--- src/core/amp_ctrl_pkg.sv ---
// Package for the amplifier protection, clock and PWM control core.
// Assumes one 200 MHz clock domain and 32-bit APB register access.
package amp_ctrl_pkg;
   // Register byte offsets
   localparam logic [7:0] OFF_ERR_STATUS = 8'h02;
   localparam logic [7:0] OFF_VOLUME     = 8'h0E;
   localparam logic [7:0] OFF_OC_RETRY   = 8'h1C;
   localparam logic [7:0] OFF_PWM_CFG    = 8'h40;
   localparam logic [7:0] OFF_CLK_STATUS = 8'h44;
   localparam logic [7:0] OFF_ADDR_INFO  = 8'h48;
   // Error status bit positions
   localparam int ERR_OC   = 0;
   localparam int ERR_OT   = 1;
   localparam int ERR_OVLO = 2;
   localparam int ERR_UVLO = 3;
   localparam int ERR_CLK  = 4;
   // Volume register: soft unmute select
   localparam int VOL_SOFT_BIT = 0;
   // PWM configuration layout
   localparam int PWM_DCB_LSB  = 0;
   localparam int PWM_DEEM_LSB = 3;
   localparam int PWM_LIM_LSB  = 6;
   // Bus addresses selected by the strap
   localparam logic [6:0] BUS_ADDR_HIGH = 7'h1B;
   localparam logic [6:0] BUS_ADDR_LOW  = 7'h1A;
   // Reset values
   localparam logic [31:0] RST_VOLUME   = 32'h0000_0000;
   localparam logic [31:0] RST_OC_RETRY = 32'h0000_0400;
   localparam logic [31:0] RST_PWM_CFG  = 32'h0000_0007;
   // Modulation limit codes: 0 is 93.8 %, 7 is 99.2 %
   localparam logic [2:0] MOD_LIM_MIN = 3'h0;
   localparam logic [2:0] MOD_LIM_MAX = 3'h7;
   // Frame tracking
   localparam int BCLK_RATIO_32    = 32;
   localparam int BCLK_RATIO_48    = 48;
   localparam int BCLK_RATIO_64    = 64;
   localparam int FRAME_DRIFT_MAX  = 4;
   localparam int CLK_LOSS_NS      = 2000;
   localparam int CLK_PERIOD_PS    = 5000;
   localparam int CLK_LOSS_CYC     = (CLK_LOSS_NS * 1000) / CLK_PERIOD_PS;
   localparam int PROC_CLK_RATIO   = 512;
   localparam int STRAP_SETTLE_CYC = 8;
   localparam int RAMP_STEP_CYC    = 16;

   typedef enum logic [3:0] {
      ST_RUN     = 4'b0001,
      ST_OC_OFF  = 4'b0010,
      ST_OC_WAIT = 4'b0100,
      ST_HOLD    = 4'b1000
   } prot_state_t;

   typedef struct packed {
      logic       valid;
      logic [6:0] ratio;
      logic       use_osc;
   } clk_info_t;

   typedef struct packed {
      logic overcurrent;
      logic over_temp;
      logic temp_cool;
      logic over_volt;
      logic power_stage_uv;
      logic analog_uv;
   } sense_t;
endpackage

--- src/core/amp_ctrl.sv ---
// Control core: address strap, fault pin, protection, clock checking, PWM setup.
// Assumes analog comparators arrive as asynchronous levels and serial clocks are
// sampled by the 200 MHz clock; registers sit on an APB slave.
`timescale 1ns/1ps
module amp_ctrl #(
   parameter int NUM_CH = 3
) (
   input  wire logic                 i_ref_clk,
   input  wire logic                 i_arst_n,
   input  wire logic                 i_psel,
   input  wire logic                 i_penable,
   input  wire logic                 i_pwrite,
   input  wire logic [7:0]           i_paddr,
   input  wire logic [31:0]          i_pwdata,
   output logic      [31:0]          o_prdata,
   output logic                      o_pready,
   output logic                      o_pslverr,
   input  wire logic                 i_addr_fault_in,
   output logic                      o_addr_fault_out,
   output logic                      o_addr_fault_oe_n,
   input  wire amp_ctrl_pkg::sense_t i_sense,
   input  wire logic                 i_power_stage_good,
   input  wire logic                 i_analog_good,
   input  wire logic                 i_bit_clk,
   input  wire logic                 i_frame_clk,
   input  wire logic                 i_serial_audio_in,
   output logic      [6:0]           o_bus_addr,
   output logic                      o_bridge_hiz,
   output logic                      o_mute,
   output logic      [7:0]           o_volume_gain,
   output logic                      o_use_osc,
   output logic      [6:0]           o_bclk_ratio,
   output logic      [NUM_CH-1:0]    o_dc_block_en,
   output logic      [NUM_CH-1:0]    o_deemph_en,
   output logic      [2:0]           o_mod_limit,
   output logic      [23:0]          o_sample,
   output logic                      o_sample_valid
);
   logic [1:0] rst_sync;
   logic       rst_n;
   always_ff @(posedge i_ref_clk or negedge i_arst_n) begin
      if (!i_arst_n) rst_sync <= 2'b00;
      else rst_sync <= {rst_sync[0], 1'b1};
   end
   assign rst_n = rst_sync[1];

   // Three-stage samplers; a change counts once stages two and three agree
   localparam int NS = 12;
   logic [NS-1:0] pin_raw;
   logic [NS-1:0] s1;
   logic [NS-1:0] s2;
   logic [NS-1:0] s3;
   logic [NS-1:0] pin_q;
   assign pin_raw = {i_addr_fault_in, i_sense, i_power_stage_good, i_analog_good,
                     i_bit_clk, i_frame_clk, i_serial_audio_in};
   genvar g;
   generate
      for (g = 0; g < NS; g++) begin : g_sync
         always_ff @(posedge i_ref_clk or negedge rst_n) begin
            if (!rst_n) begin
               s1[g]    <= 1'b0;
               s2[g]    <= 1'b0;
               s3[g]    <= 1'b0;
               pin_q[g] <= 1'b0;
            end else begin
               s1[g] <= pin_raw[g];
               s2[g] <= s1[g];
               s3[g] <= s2[g];
               if (s2[g] == s3[g]) pin_q[g] <= s3[g];
            end
         end
      end
   endgenerate
   logic strap_lvl, s_oc, s_ot, s_cool, s_ov, s_puv, s_auv, pgood, agood, bclk, fclk, serial_audio_in;
   assign {strap_lvl, s_oc, s_ot, s_cool, s_ov, s_puv, s_auv, pgood, agood, bclk, fclk, serial_audio_in} = pin_q;

   // Strap capture after the samplers have settled
   logic [3:0] settle_cnt;
   logic       strap_done;
   always_ff @(posedge i_ref_clk or negedge rst_n) begin
      if (!rst_n) begin
         settle_cnt <= 4'h0;
         strap_done <= 1'b0;
         o_bus_addr <= amp_ctrl_pkg::BUS_ADDR_LOW;
      end else if (!strap_done) begin
         settle_cnt <= settle_cnt + 4'h1;
         if (settle_cnt == 4'(amp_ctrl_pkg::STRAP_SETTLE_CYC)) begin
            strap_done <= 1'b1;
            o_bus_addr <= strap_lvl ? amp_ctrl_pkg::BUS_ADDR_HIGH : amp_ctrl_pkg::BUS_ADDR_LOW;
         end
      end
   end

   // Supply monitor: the bridges stay off until both supplies are good
   logic supplies_ok;
   assign supplies_ok = pgood && agood && !s_puv && !s_auv;

   // Register storage, declared early since the clock error logic reads it
   logic [31:0] volume;
   logic [31:0] pwm_cfg;

   // Thermal latch clears only on the cool comparator, giving the hysteresis
   // A brief dip of the hot comparator alone never ends a shutdown
   logic thermal_sd;
   always_ff @(posedge i_ref_clk or negedge rst_n) begin
      if (!rst_n) thermal_sd <= 1'b0;
      else if (s_ot) thermal_sd <= 1'b1;
      else if (s_cool) thermal_sd <= 1'b0;
   end

   // Overcurrent shutdown and retry
   // Every expired retry period makes one real restart attempt through RUN;
   // a persisting fault is caught there again, so the bridges pulse briefly
   // Retry counts in core clock cycles, so software scales it to its need
   logic [31:0] oc_retry;
   logic [31:0] oc_cnt;
   amp_ctrl_pkg::prot_state_t pstate;
   always_ff @(posedge i_ref_clk or negedge rst_n) begin
      if (!rst_n) begin
         pstate <= amp_ctrl_pkg::ST_HOLD;
         oc_cnt <= 32'h0000_0000;
      end else begin
         unique case (pstate)
            amp_ctrl_pkg::ST_HOLD: if (supplies_ok && strap_done) pstate <= amp_ctrl_pkg::ST_RUN;
            amp_ctrl_pkg::ST_RUN: begin
               if (!supplies_ok) pstate <= amp_ctrl_pkg::ST_HOLD;
               else if (s_oc) pstate <= amp_ctrl_pkg::ST_OC_OFF;
            end
            amp_ctrl_pkg::ST_OC_OFF: begin
               oc_cnt <= 32'h0000_0000;
               pstate <= amp_ctrl_pkg::ST_OC_WAIT;
            end
            amp_ctrl_pkg::ST_OC_WAIT: begin
               oc_cnt <= oc_cnt + 32'h0000_0001;
               if (oc_cnt >= oc_retry) pstate <= amp_ctrl_pkg::ST_RUN;
            end
            default: pstate <= amp_ctrl_pkg::ST_HOLD;
         endcase
      end
   end

   always_ff @(posedge i_ref_clk or negedge rst_n) begin
      if (!rst_n) o_bridge_hiz <= 1'b1;
      // One shared enable covers all four half-bridges
      // Overcurrent acts through the state machine so a restart attempt shows
      else o_bridge_hiz <= (pstate != amp_ctrl_pkg::ST_RUN) || thermal_sd || !supplies_ok;
   end

   // Serial clock checking: count bit clocks per frame
   logic bclk_d, fclk_d;
   logic [6:0] bcnt;
   logic [2:0] last_ratio_ok;
   logic       ratio_ok;
   logic [15:0] loss_cnt;
   logic [3:0]  drift_cnt;
   logic        bclk_rise, fclk_rise;
   assign bclk_rise = bclk && !bclk_d;
   assign fclk_rise = fclk && !fclk_d;
   always_ff @(posedge i_ref_clk or negedge rst_n) begin
      if (!rst_n) begin
         bclk_d <= 1'b0;
         fclk_d <= 1'b0;
         bcnt <= 7'h00;
         o_bclk_ratio <= 7'h00;
         ratio_ok <= 1'b0;
         last_ratio_ok <= 3'h0;
         loss_cnt <= 16'h0000;
         drift_cnt <= 4'h0;
      end else begin
         bclk_d <= bclk;
         fclk_d <= fclk;
         if (bclk_rise) loss_cnt <= 16'h0000;
         else if (loss_cnt != 16'(amp_ctrl_pkg::CLK_LOSS_CYC)) loss_cnt <= loss_cnt + 16'h0001;
         if (fclk_rise) begin
            bcnt <= 7'(bclk_rise);
            o_bclk_ratio <= bcnt;
            if (bcnt == 7'(amp_ctrl_pkg::BCLK_RATIO_32) || bcnt == 7'(amp_ctrl_pkg::BCLK_RATIO_48)
                || bcnt == 7'(amp_ctrl_pkg::BCLK_RATIO_64)) begin
               if (bcnt == o_bclk_ratio) last_ratio_ok <= {last_ratio_ok[1:0], 1'b1};
               else last_ratio_ok <= 3'h1;
               drift_cnt <= 4'h0;
            end else begin
               last_ratio_ok <= 3'h0;
               if (drift_cnt != 4'hF) drift_cnt <= drift_cnt + 4'h1;
            end
         end else if (bclk_rise && bcnt != 7'h7F) bcnt <= bcnt + 7'h01;
         if (loss_cnt == 16'(amp_ctrl_pkg::CLK_LOSS_CYC)) last_ratio_ok <= 3'h0;
         // Beyond the drift allowance tracking restarts from scratch
         if (drift_cnt > 4'(amp_ctrl_pkg::FRAME_DRIFT_MAX)) begin
            last_ratio_ok <= 3'h0;
            drift_cnt <= 4'h0;
         end
         ratio_ok <= (last_ratio_ok == 3'h7);
      end
   end

   // Clock error handling; the bit clock can double as the master clock
   logic       clk_err;
   logic [3:0] ramp_div;
   always_ff @(posedge i_ref_clk or negedge rst_n) begin
      if (!rst_n) begin
         clk_err <= 1'b1;
         o_mute <= 1'b1;
         o_use_osc <= 1'b1;
         o_volume_gain <= 8'h00;
         ramp_div <= 4'h0;
      end else begin
         clk_err <= !ratio_ok;
         if (!ratio_ok) begin
            o_mute <= 1'b1;
            o_use_osc <= 1'b1;
            o_volume_gain <= 8'h00;
         end else begin
            o_mute <= 1'b0;
            o_use_osc <= 1'b0;
            ramp_div <= ramp_div + 4'h1;
            if (!volume[amp_ctrl_pkg::VOL_SOFT_BIT]) o_volume_gain <= 8'hFF;
            else if (ramp_div == 4'(amp_ctrl_pkg::RAMP_STEP_CYC - 1) && o_volume_gain != 8'hFF)
               o_volume_gain <= o_volume_gain + 8'h01;
         end
      end
   end

   // Serial sample capture: 24 MSB-first bits after each frame edge
   // Limitation: at 32 bit clocks per frame a half frame holds only 16 bits,
   // so no full sample is taken at that ratio
   logic [23:0] shreg;
   logic [4:0]  bitn;
   always_ff @(posedge i_ref_clk or negedge rst_n) begin
      if (!rst_n) begin
         shreg <= 24'h00_0000;
         bitn <= 5'h00;
         o_sample <= 24'h00_0000;
         o_sample_valid <= 1'b0;
      end else begin
         o_sample_valid <= 1'b0;
         if (fclk_rise || fclk != fclk_d) bitn <= 5'h00;
         else if (bclk_rise && bitn != 5'h18) begin
            shreg <= {shreg[22:0], serial_audio_in};
            bitn <= bitn + 5'h01;
            if (bitn == 5'h17) begin
               o_sample <= {shreg[22:0], serial_audio_in};
               o_sample_valid <= ratio_ok;
            end
         end
      end
   end

   // Registers and error status; hardware set wins over software clear
   logic [4:0]  err_stat;
   logic [4:0]  err_set;
   logic        wr_en, rd_en;
   assign wr_en = i_psel && i_penable && i_pwrite;
   assign rd_en = i_psel && !i_penable && !i_pwrite;
   assign err_set = {clk_err, !supplies_ok && strap_done, s_ov, thermal_sd, s_oc};
   always_ff @(posedge i_ref_clk or negedge rst_n) begin
      if (!rst_n) err_stat <= 5'h00;
      else if (wr_en && i_paddr == amp_ctrl_pkg::OFF_ERR_STATUS) err_stat <= err_set;
      else err_stat <= err_stat | err_set;
   end
   always_ff @(posedge i_ref_clk or negedge rst_n) begin
      if (!rst_n) begin
         volume <= amp_ctrl_pkg::RST_VOLUME;
         oc_retry <= amp_ctrl_pkg::RST_OC_RETRY;
         pwm_cfg <= amp_ctrl_pkg::RST_PWM_CFG;
      end else if (wr_en) begin
         if (i_paddr == amp_ctrl_pkg::OFF_VOLUME) volume <= i_pwdata;
         if (i_paddr == amp_ctrl_pkg::OFF_OC_RETRY) oc_retry <= i_pwdata;
         if (i_paddr == amp_ctrl_pkg::OFF_PWM_CFG) pwm_cfg <= {23'h00_0000, i_pwdata[8:0]};
      end
   end
   always_ff @(posedge i_ref_clk or negedge rst_n) begin
      if (!rst_n) begin
         o_dc_block_en <= '0;
         o_deemph_en <= '0;
         o_mod_limit <= amp_ctrl_pkg::MOD_LIM_MIN;
      end else begin
         o_dc_block_en <= pwm_cfg[amp_ctrl_pkg::PWM_DCB_LSB +: NUM_CH];
         o_deemph_en <= pwm_cfg[amp_ctrl_pkg::PWM_DEEM_LSB +: NUM_CH];
         o_mod_limit <= pwm_cfg[amp_ctrl_pkg::PWM_LIM_LSB +: 3];
      end
   end
   // APB: one wait-free access phase; reads answer from the setup cycle
   always_ff @(posedge i_ref_clk or negedge rst_n) begin
      if (!rst_n) begin
         o_prdata <= 32'h0000_0000;
         o_pready <= 1'b0;
         o_pslverr <= 1'b0;
      end else begin
         o_pready <= i_psel && !i_penable;
         o_pslverr <= 1'b0;
         if (i_psel && !i_penable) begin
            unique case (i_paddr)
               amp_ctrl_pkg::OFF_ERR_STATUS: o_prdata <= {27'h000_0000, err_stat};
               amp_ctrl_pkg::OFF_VOLUME:     o_prdata <= volume;
               amp_ctrl_pkg::OFF_OC_RETRY:   o_prdata <= oc_retry;
               amp_ctrl_pkg::OFF_PWM_CFG:    o_prdata <= pwm_cfg;
               amp_ctrl_pkg::OFF_CLK_STATUS: o_prdata <= {23'h00_0000, o_use_osc, ratio_ok, o_bclk_ratio};
               amp_ctrl_pkg::OFF_ADDR_INFO:  o_prdata <= {25'h000_0000, o_bus_addr};
               default: begin
                  o_prdata <= 32'h0000_0000;
                  o_pslverr <= rd_en || i_pwrite;
               end
            endcase
         end
      end
   end

   // Fault pin: pin is released until the strap is taken, then driven low on any error except a clock error
   always_ff @(posedge i_ref_clk or negedge rst_n) begin
      if (!rst_n) begin
         o_addr_fault_out <= 1'b1;
         o_addr_fault_oe_n <= 1'b1;
      end else begin
         o_addr_fault_out <= 1'b0;
         o_addr_fault_oe_n <= !(strap_done && (err_stat[3:0] != 4'h0));
      end
   end
endmodule

--- config.mk ---
export PLATFORM = sky130hd
export DESIGN_NAME = amp_ctrl
export DESIGN_NICKNAME = d
export VERILOG_FILES = /design/src/core/amp_ctrl_pkg.sv /design/src/core/amp_ctrl.sv
export SDC_FILE = /design/constraint.sdc
export NUM_CORES = 1
export LEC_CHECK = 0
export BUFFER_PORTS_ARGS = -buffer_cell sky130_fd_sc_hd__buf_4
export CAP_MARGIN = 40
export CORE_UTILIZATION = 56
export DETAILED_ROUTE_END_ITERATION = 8
export PLACE_DENSITY = 0.83
export SLEW_MARGIN = 20
export SYNTH_ARGS = -nofsm -noshare
export SYNTH_HDL_FRONTEND = slang
export SYNTH_SLANG_ARGS = --single-unit
--- constraint.sdc ---
create_clock -name i_ref_clk -period 16.8 [get_ports i_ref_clk]
set_input_delay 3.36 -clock i_ref_clk [delete_from_list [all_inputs] [get_ports i_ref_clk]]
set_output_delay 3.36 -clock i_ref_clk [all_outputs]
set_load 0.01 [all_outputs]
==> impl_summary.txt <==
----------------------------------------------------
[Synth]
  Async S/R FF share, synth ... 100%
  Post-synth design cell area ... 13800 sq um
  Mean cell area of the mapped netlist ... 12.2 sq um
  Flip-flop and latch count after synthesis ... 323
  Number of enable flip-flop cells after synthesis ... 0
  Total number of yosys warnings ... 0
  Synthesized instance count ... 1135
  Number of unique standard cell types used by synthesis ... 64
  Leading register cell type out of synthesis ... sky130_fd_sc_hd__dfrtp_1
  Post-synthesis sequential area ratio ... 58.5%

[Worst setup path]
  Chain of cells forming the critical path ... buf_4, or3_4, or3_4, nor2_4, and2_1, buf_4, mux2_1
  Crit path max fanout ... 32
  Critical-path top delay cell ... sky130_fd_sc_hd__nor2_4
  Register-to-Register Path Depth ... 7
  Worst endpoint data arrival time ... about 6100 ps
  Stage delay of the slowest cell on the critical path ... 640 ps
  Setup crit end kind ... flip-flop
  Critical Path Source ... i_paddr[5]
  Required time reported for the critical path endpoint ... 17170 ps
  Startpoint of the worst register-to-register path ... oc_retry[31]
  Critical setup path kind ... in2reg
  Startpoint types ... primary input

[Timing]
  Largest clock skew in the final design ... about 23 ps
  Hold Violations, Final ... 0
  Setup repair after global routing missed its margin ... no
  Final setup violation count ... 0
  Actual transition at the worst max-transition pin ... around 980 ps
  Upper clock frequency limit ... approximately 170 MHz
  Period Utilization, post-route ... 34.2%
  Final number of max-transition violations ... 0
  Max-Slew Margin vs Limit ... 34.4%
  Worst setup margin ... 11050 ps
  Final period demand of the worst path ... ~5700 ps
  Final-layout setup total negative slack ... 0 ps

[Place]
  Count of buffers from port buffering ... 145
  Place WS ... 10580 ps
  Final weighted congestion of routability-driven global placement ... approximately 0.82
  HPWL after detailed placement ... 19400 microns
  Placed Cells ... 1575

[Global route]
  Overall routing resource usage ... 23.4%
  Initial antenna violation count ... 0
  Maximum number of pins on one net before global-route repair ... ~190
  Total congestion overflow after global routing ... 0
  Number of global-route vias before repair ... 9504
  Global-route wire length before repair ... 48300 microns

[Drt]
  DR DRC count ... 0
  Per-cell routed wire length ... 17.5 microns
  Number of nets with antenna violations after routing ... 0
  Detailed-route wire length ... 28700 microns
  Drt pass-1 iters ... 5
  Mean number of vias per cell ... 5.68
  Initial detailed-routing violation count ... 664
  Routed via count ... 9296

[Hold path]
  WHS Path Cells ... 0
  Source of the worst hold timing path ... s1[8]
  HP Class ... reg2reg

[CTS]
  H-tree levels ... 2
  Max Buffers Root-to-Sink ... 3
  Post-CTS repair timing setup buffer count ... 0
  Total of hold buffers inserted after clock tree synthesis ... 0
  Clk Latency, worst-skew pair ... 510 ps
  CTS Buf Count ... 34
  Reg clk slew, reported paths ... 60 ps
  Clock Sink Count ... 323
  Number of cells upsized or downsized after cts ... 0
  CTS tree ... built
  Root buffer cell ... sky130_fd_sc_hd__clkbuf_16

[Final layout]
  Top library cells by usage in the layout, fill and taps aside ... 313 x sky130_fd_sc_hd__dfrtp_1, 151 x sky130_fd_sc_hd__buf_4, 96 x sky130_fd_sc_hd__mux2_2
  Most common cell after layout, fill and taps aside ... sky130_fd_sc_hd__dfrtp_1
  Layout Nets ... 1391
  Number of non-filler instances in the completed layout ... 1637
  Fin util ... 67.3%
  Area growth from synthesis to final layout ... 18.0%
  Share of post-route cells with drive strength above 1 ... between 20% and 30%
  N_diodes ... 0

[Power and ir drop]
  Part of the power in the clock network ... 41.8%
  Switch share ... about a quarter
  Total net switching power ... 0.000394 W
  Total leakage power ... 7.88 nW
  Design internal power ... between 0.001 and 0.0015 W
  VDD IR-drop max ... 81.1 uV
  Register share of total power ... slightly above 50%
  Power density over the cells ... 103 nW/um^2
  Proportion of power drawn by combinational gates ... 7.4%
  Overall power after layout ... 0.00168 W

[Floorplanning]
  Starting utilization of the core area ... 57.0%
  Total die area ... 25300 sq um
  Count of standard-cell rows ... 57
  Die Height ... 159 microns
  Die Span X ... 159 microns
  Placeable core region ... roughly 24000 sq um
  IO Pins ... between 150 and 200

[Status]
  Result of the run ... complete, no violations

[Run]
  Max cap viols ... 0

----------------------------------------------------
==> synth_stat cells (10+ instances only) <==
master | n | area, sq um
sky130_fd_sc_hd__a22oi_1 | 26 | 195
sky130_fd_sc_hd__nand2_1 | 84 | 315
sky130_fd_sc_hd__o21ai_1 | 21 | 105
sky130_fd_sc_hd__mux2_1 | 35 | 394
sky130_fd_sc_hd__nand4_1 | 31 | 194
sky130_fd_sc_hd__xnor2_1 | 23 | 201
sky130_fd_sc_hd__clkbuf_1 | 24 | 90.1
sky130_fd_sc_hd__xor2_1 | 18 | 158
sky130_fd_sc_hd__nor2_1 | 52 | 195
sky130_fd_sc_hd__o31ai_1 | 10 | 75.1
sky130_fd_sc_hd__mux2i_1 | 12 | 120
sky130_fd_sc_hd__dfrtp_1 | 314 | 7860
sky130_fd_sc_hd__inv_1 | 52 | 195
sky130_fd_sc_hd__maj3_1 | 12 | 120
sky130_fd_sc_hd__mux2_2 | 96 | 1080
sky130_fd_sc_hd__ha_1 | 46 | 576
sky130_fd_sc_hd__o21ai_0 | 37 | 185
sky130_fd_sc_hd__a21o_1 | 13 | 97.6
sky130_fd_sc_hd__nand3_1 | 33 | 165
sky130_fd_sc_hd__and3_1 | 17 | 106
sky130_fd_sc_hd__a21oi_1 | 44 | 220
==> critical path: cells and delay by family <==
kind,cells,cell delay [ps]
mux,1,390
buf+inv,2,520
simple gates,4,1830
==> flip-flops by register name, indices dropped and copies added (netlist names), 16 cells and up <==
name,flops
o_prdata,32
oc_cnt,32
o_sample,24
shreg,23
volume,32
oc_retry,32
loss_cnt,16
==> final timing paths <==
check / slack [ps] / endpoint
min in group asynchronous: 360 / s_cool
worst min register to register: 350 / s2[8]
worst max-delay path: 11050 / volume[13]
max in group asynchronous: 14050 / rst_sync[1]
worst max register to register: 14260 / pstate[2]
worst min-delay path: 350 / s2[8]
==> final cells by class <==
| type | count | area [sq um] |
|---|---|---|
| flip-flops and latches | 323 | 8100 |
| repair buffers | 157 | 1240 |
| fillers | 1786 | 7940 |
| well taps | 324 | 405 |
| multi-input cells | 719 | 5330 |
| clock buffers | 53 | 993 |
| clock inverters | 8 | 48.8 |
| inverters | 53 | 199 |
==> layer usage <==
layer / up-vias / part of all wire [%] / GRT usage, % / wire [microns]
li1: 4325 / - / - / -
met1: 4652 / 43 / 31.1 / 12300
met2: 271 / 49 / 39.3 / 14000
met3: 48 / 6.5 / 4.90 / 1870
met4: 0 / 1.8 / 6.51 / 519
met5: - / 0 / 0 / 0
==> stage by stage <==
stage                     hold slack, ps  cell area [sq um]
final                                349              16300
after detailed placement             336              15300
after global placement               332              15200
after CTS                            349              16300
after global routing                 354              16300
after floorplan                      331              13800
==> power groups by stage <==
stage	combinational, W	sequential [W]	clock [W]
5_1_grt	0.000139	0.000856	0.000747
2_1_floorplan	0.0000744	0.000863	0
3_3_place_gp	0.000116	0.000863	0
6_report	0.000124	0.000851	0.000700
4_1_cts	0.000125	0.000851	0.000713
3_5_place_dp	0.000123	0.000865	0
==> cells by family after synthesis <==
| family | after synthesis | synth area share [%] |
|---|---|---|
| AND/OR/NAND/NOR | 277 | 10.3 |
| XOR/XNOR | 41 | 2.60 |
| buffers and inverters | 99 | 3.12 |
| other | 2 | 0.0543 |
| adder cells (fa/ha/maj) | 58 | 5.03 |
| flip-flops | 323 | 58.5 |
| AO/OA/AOI/OAI | 192 | 8.81 |
| multiplexers | 143 | 11.5 |
Note: power is estimated with default switching activity, not from simulation.
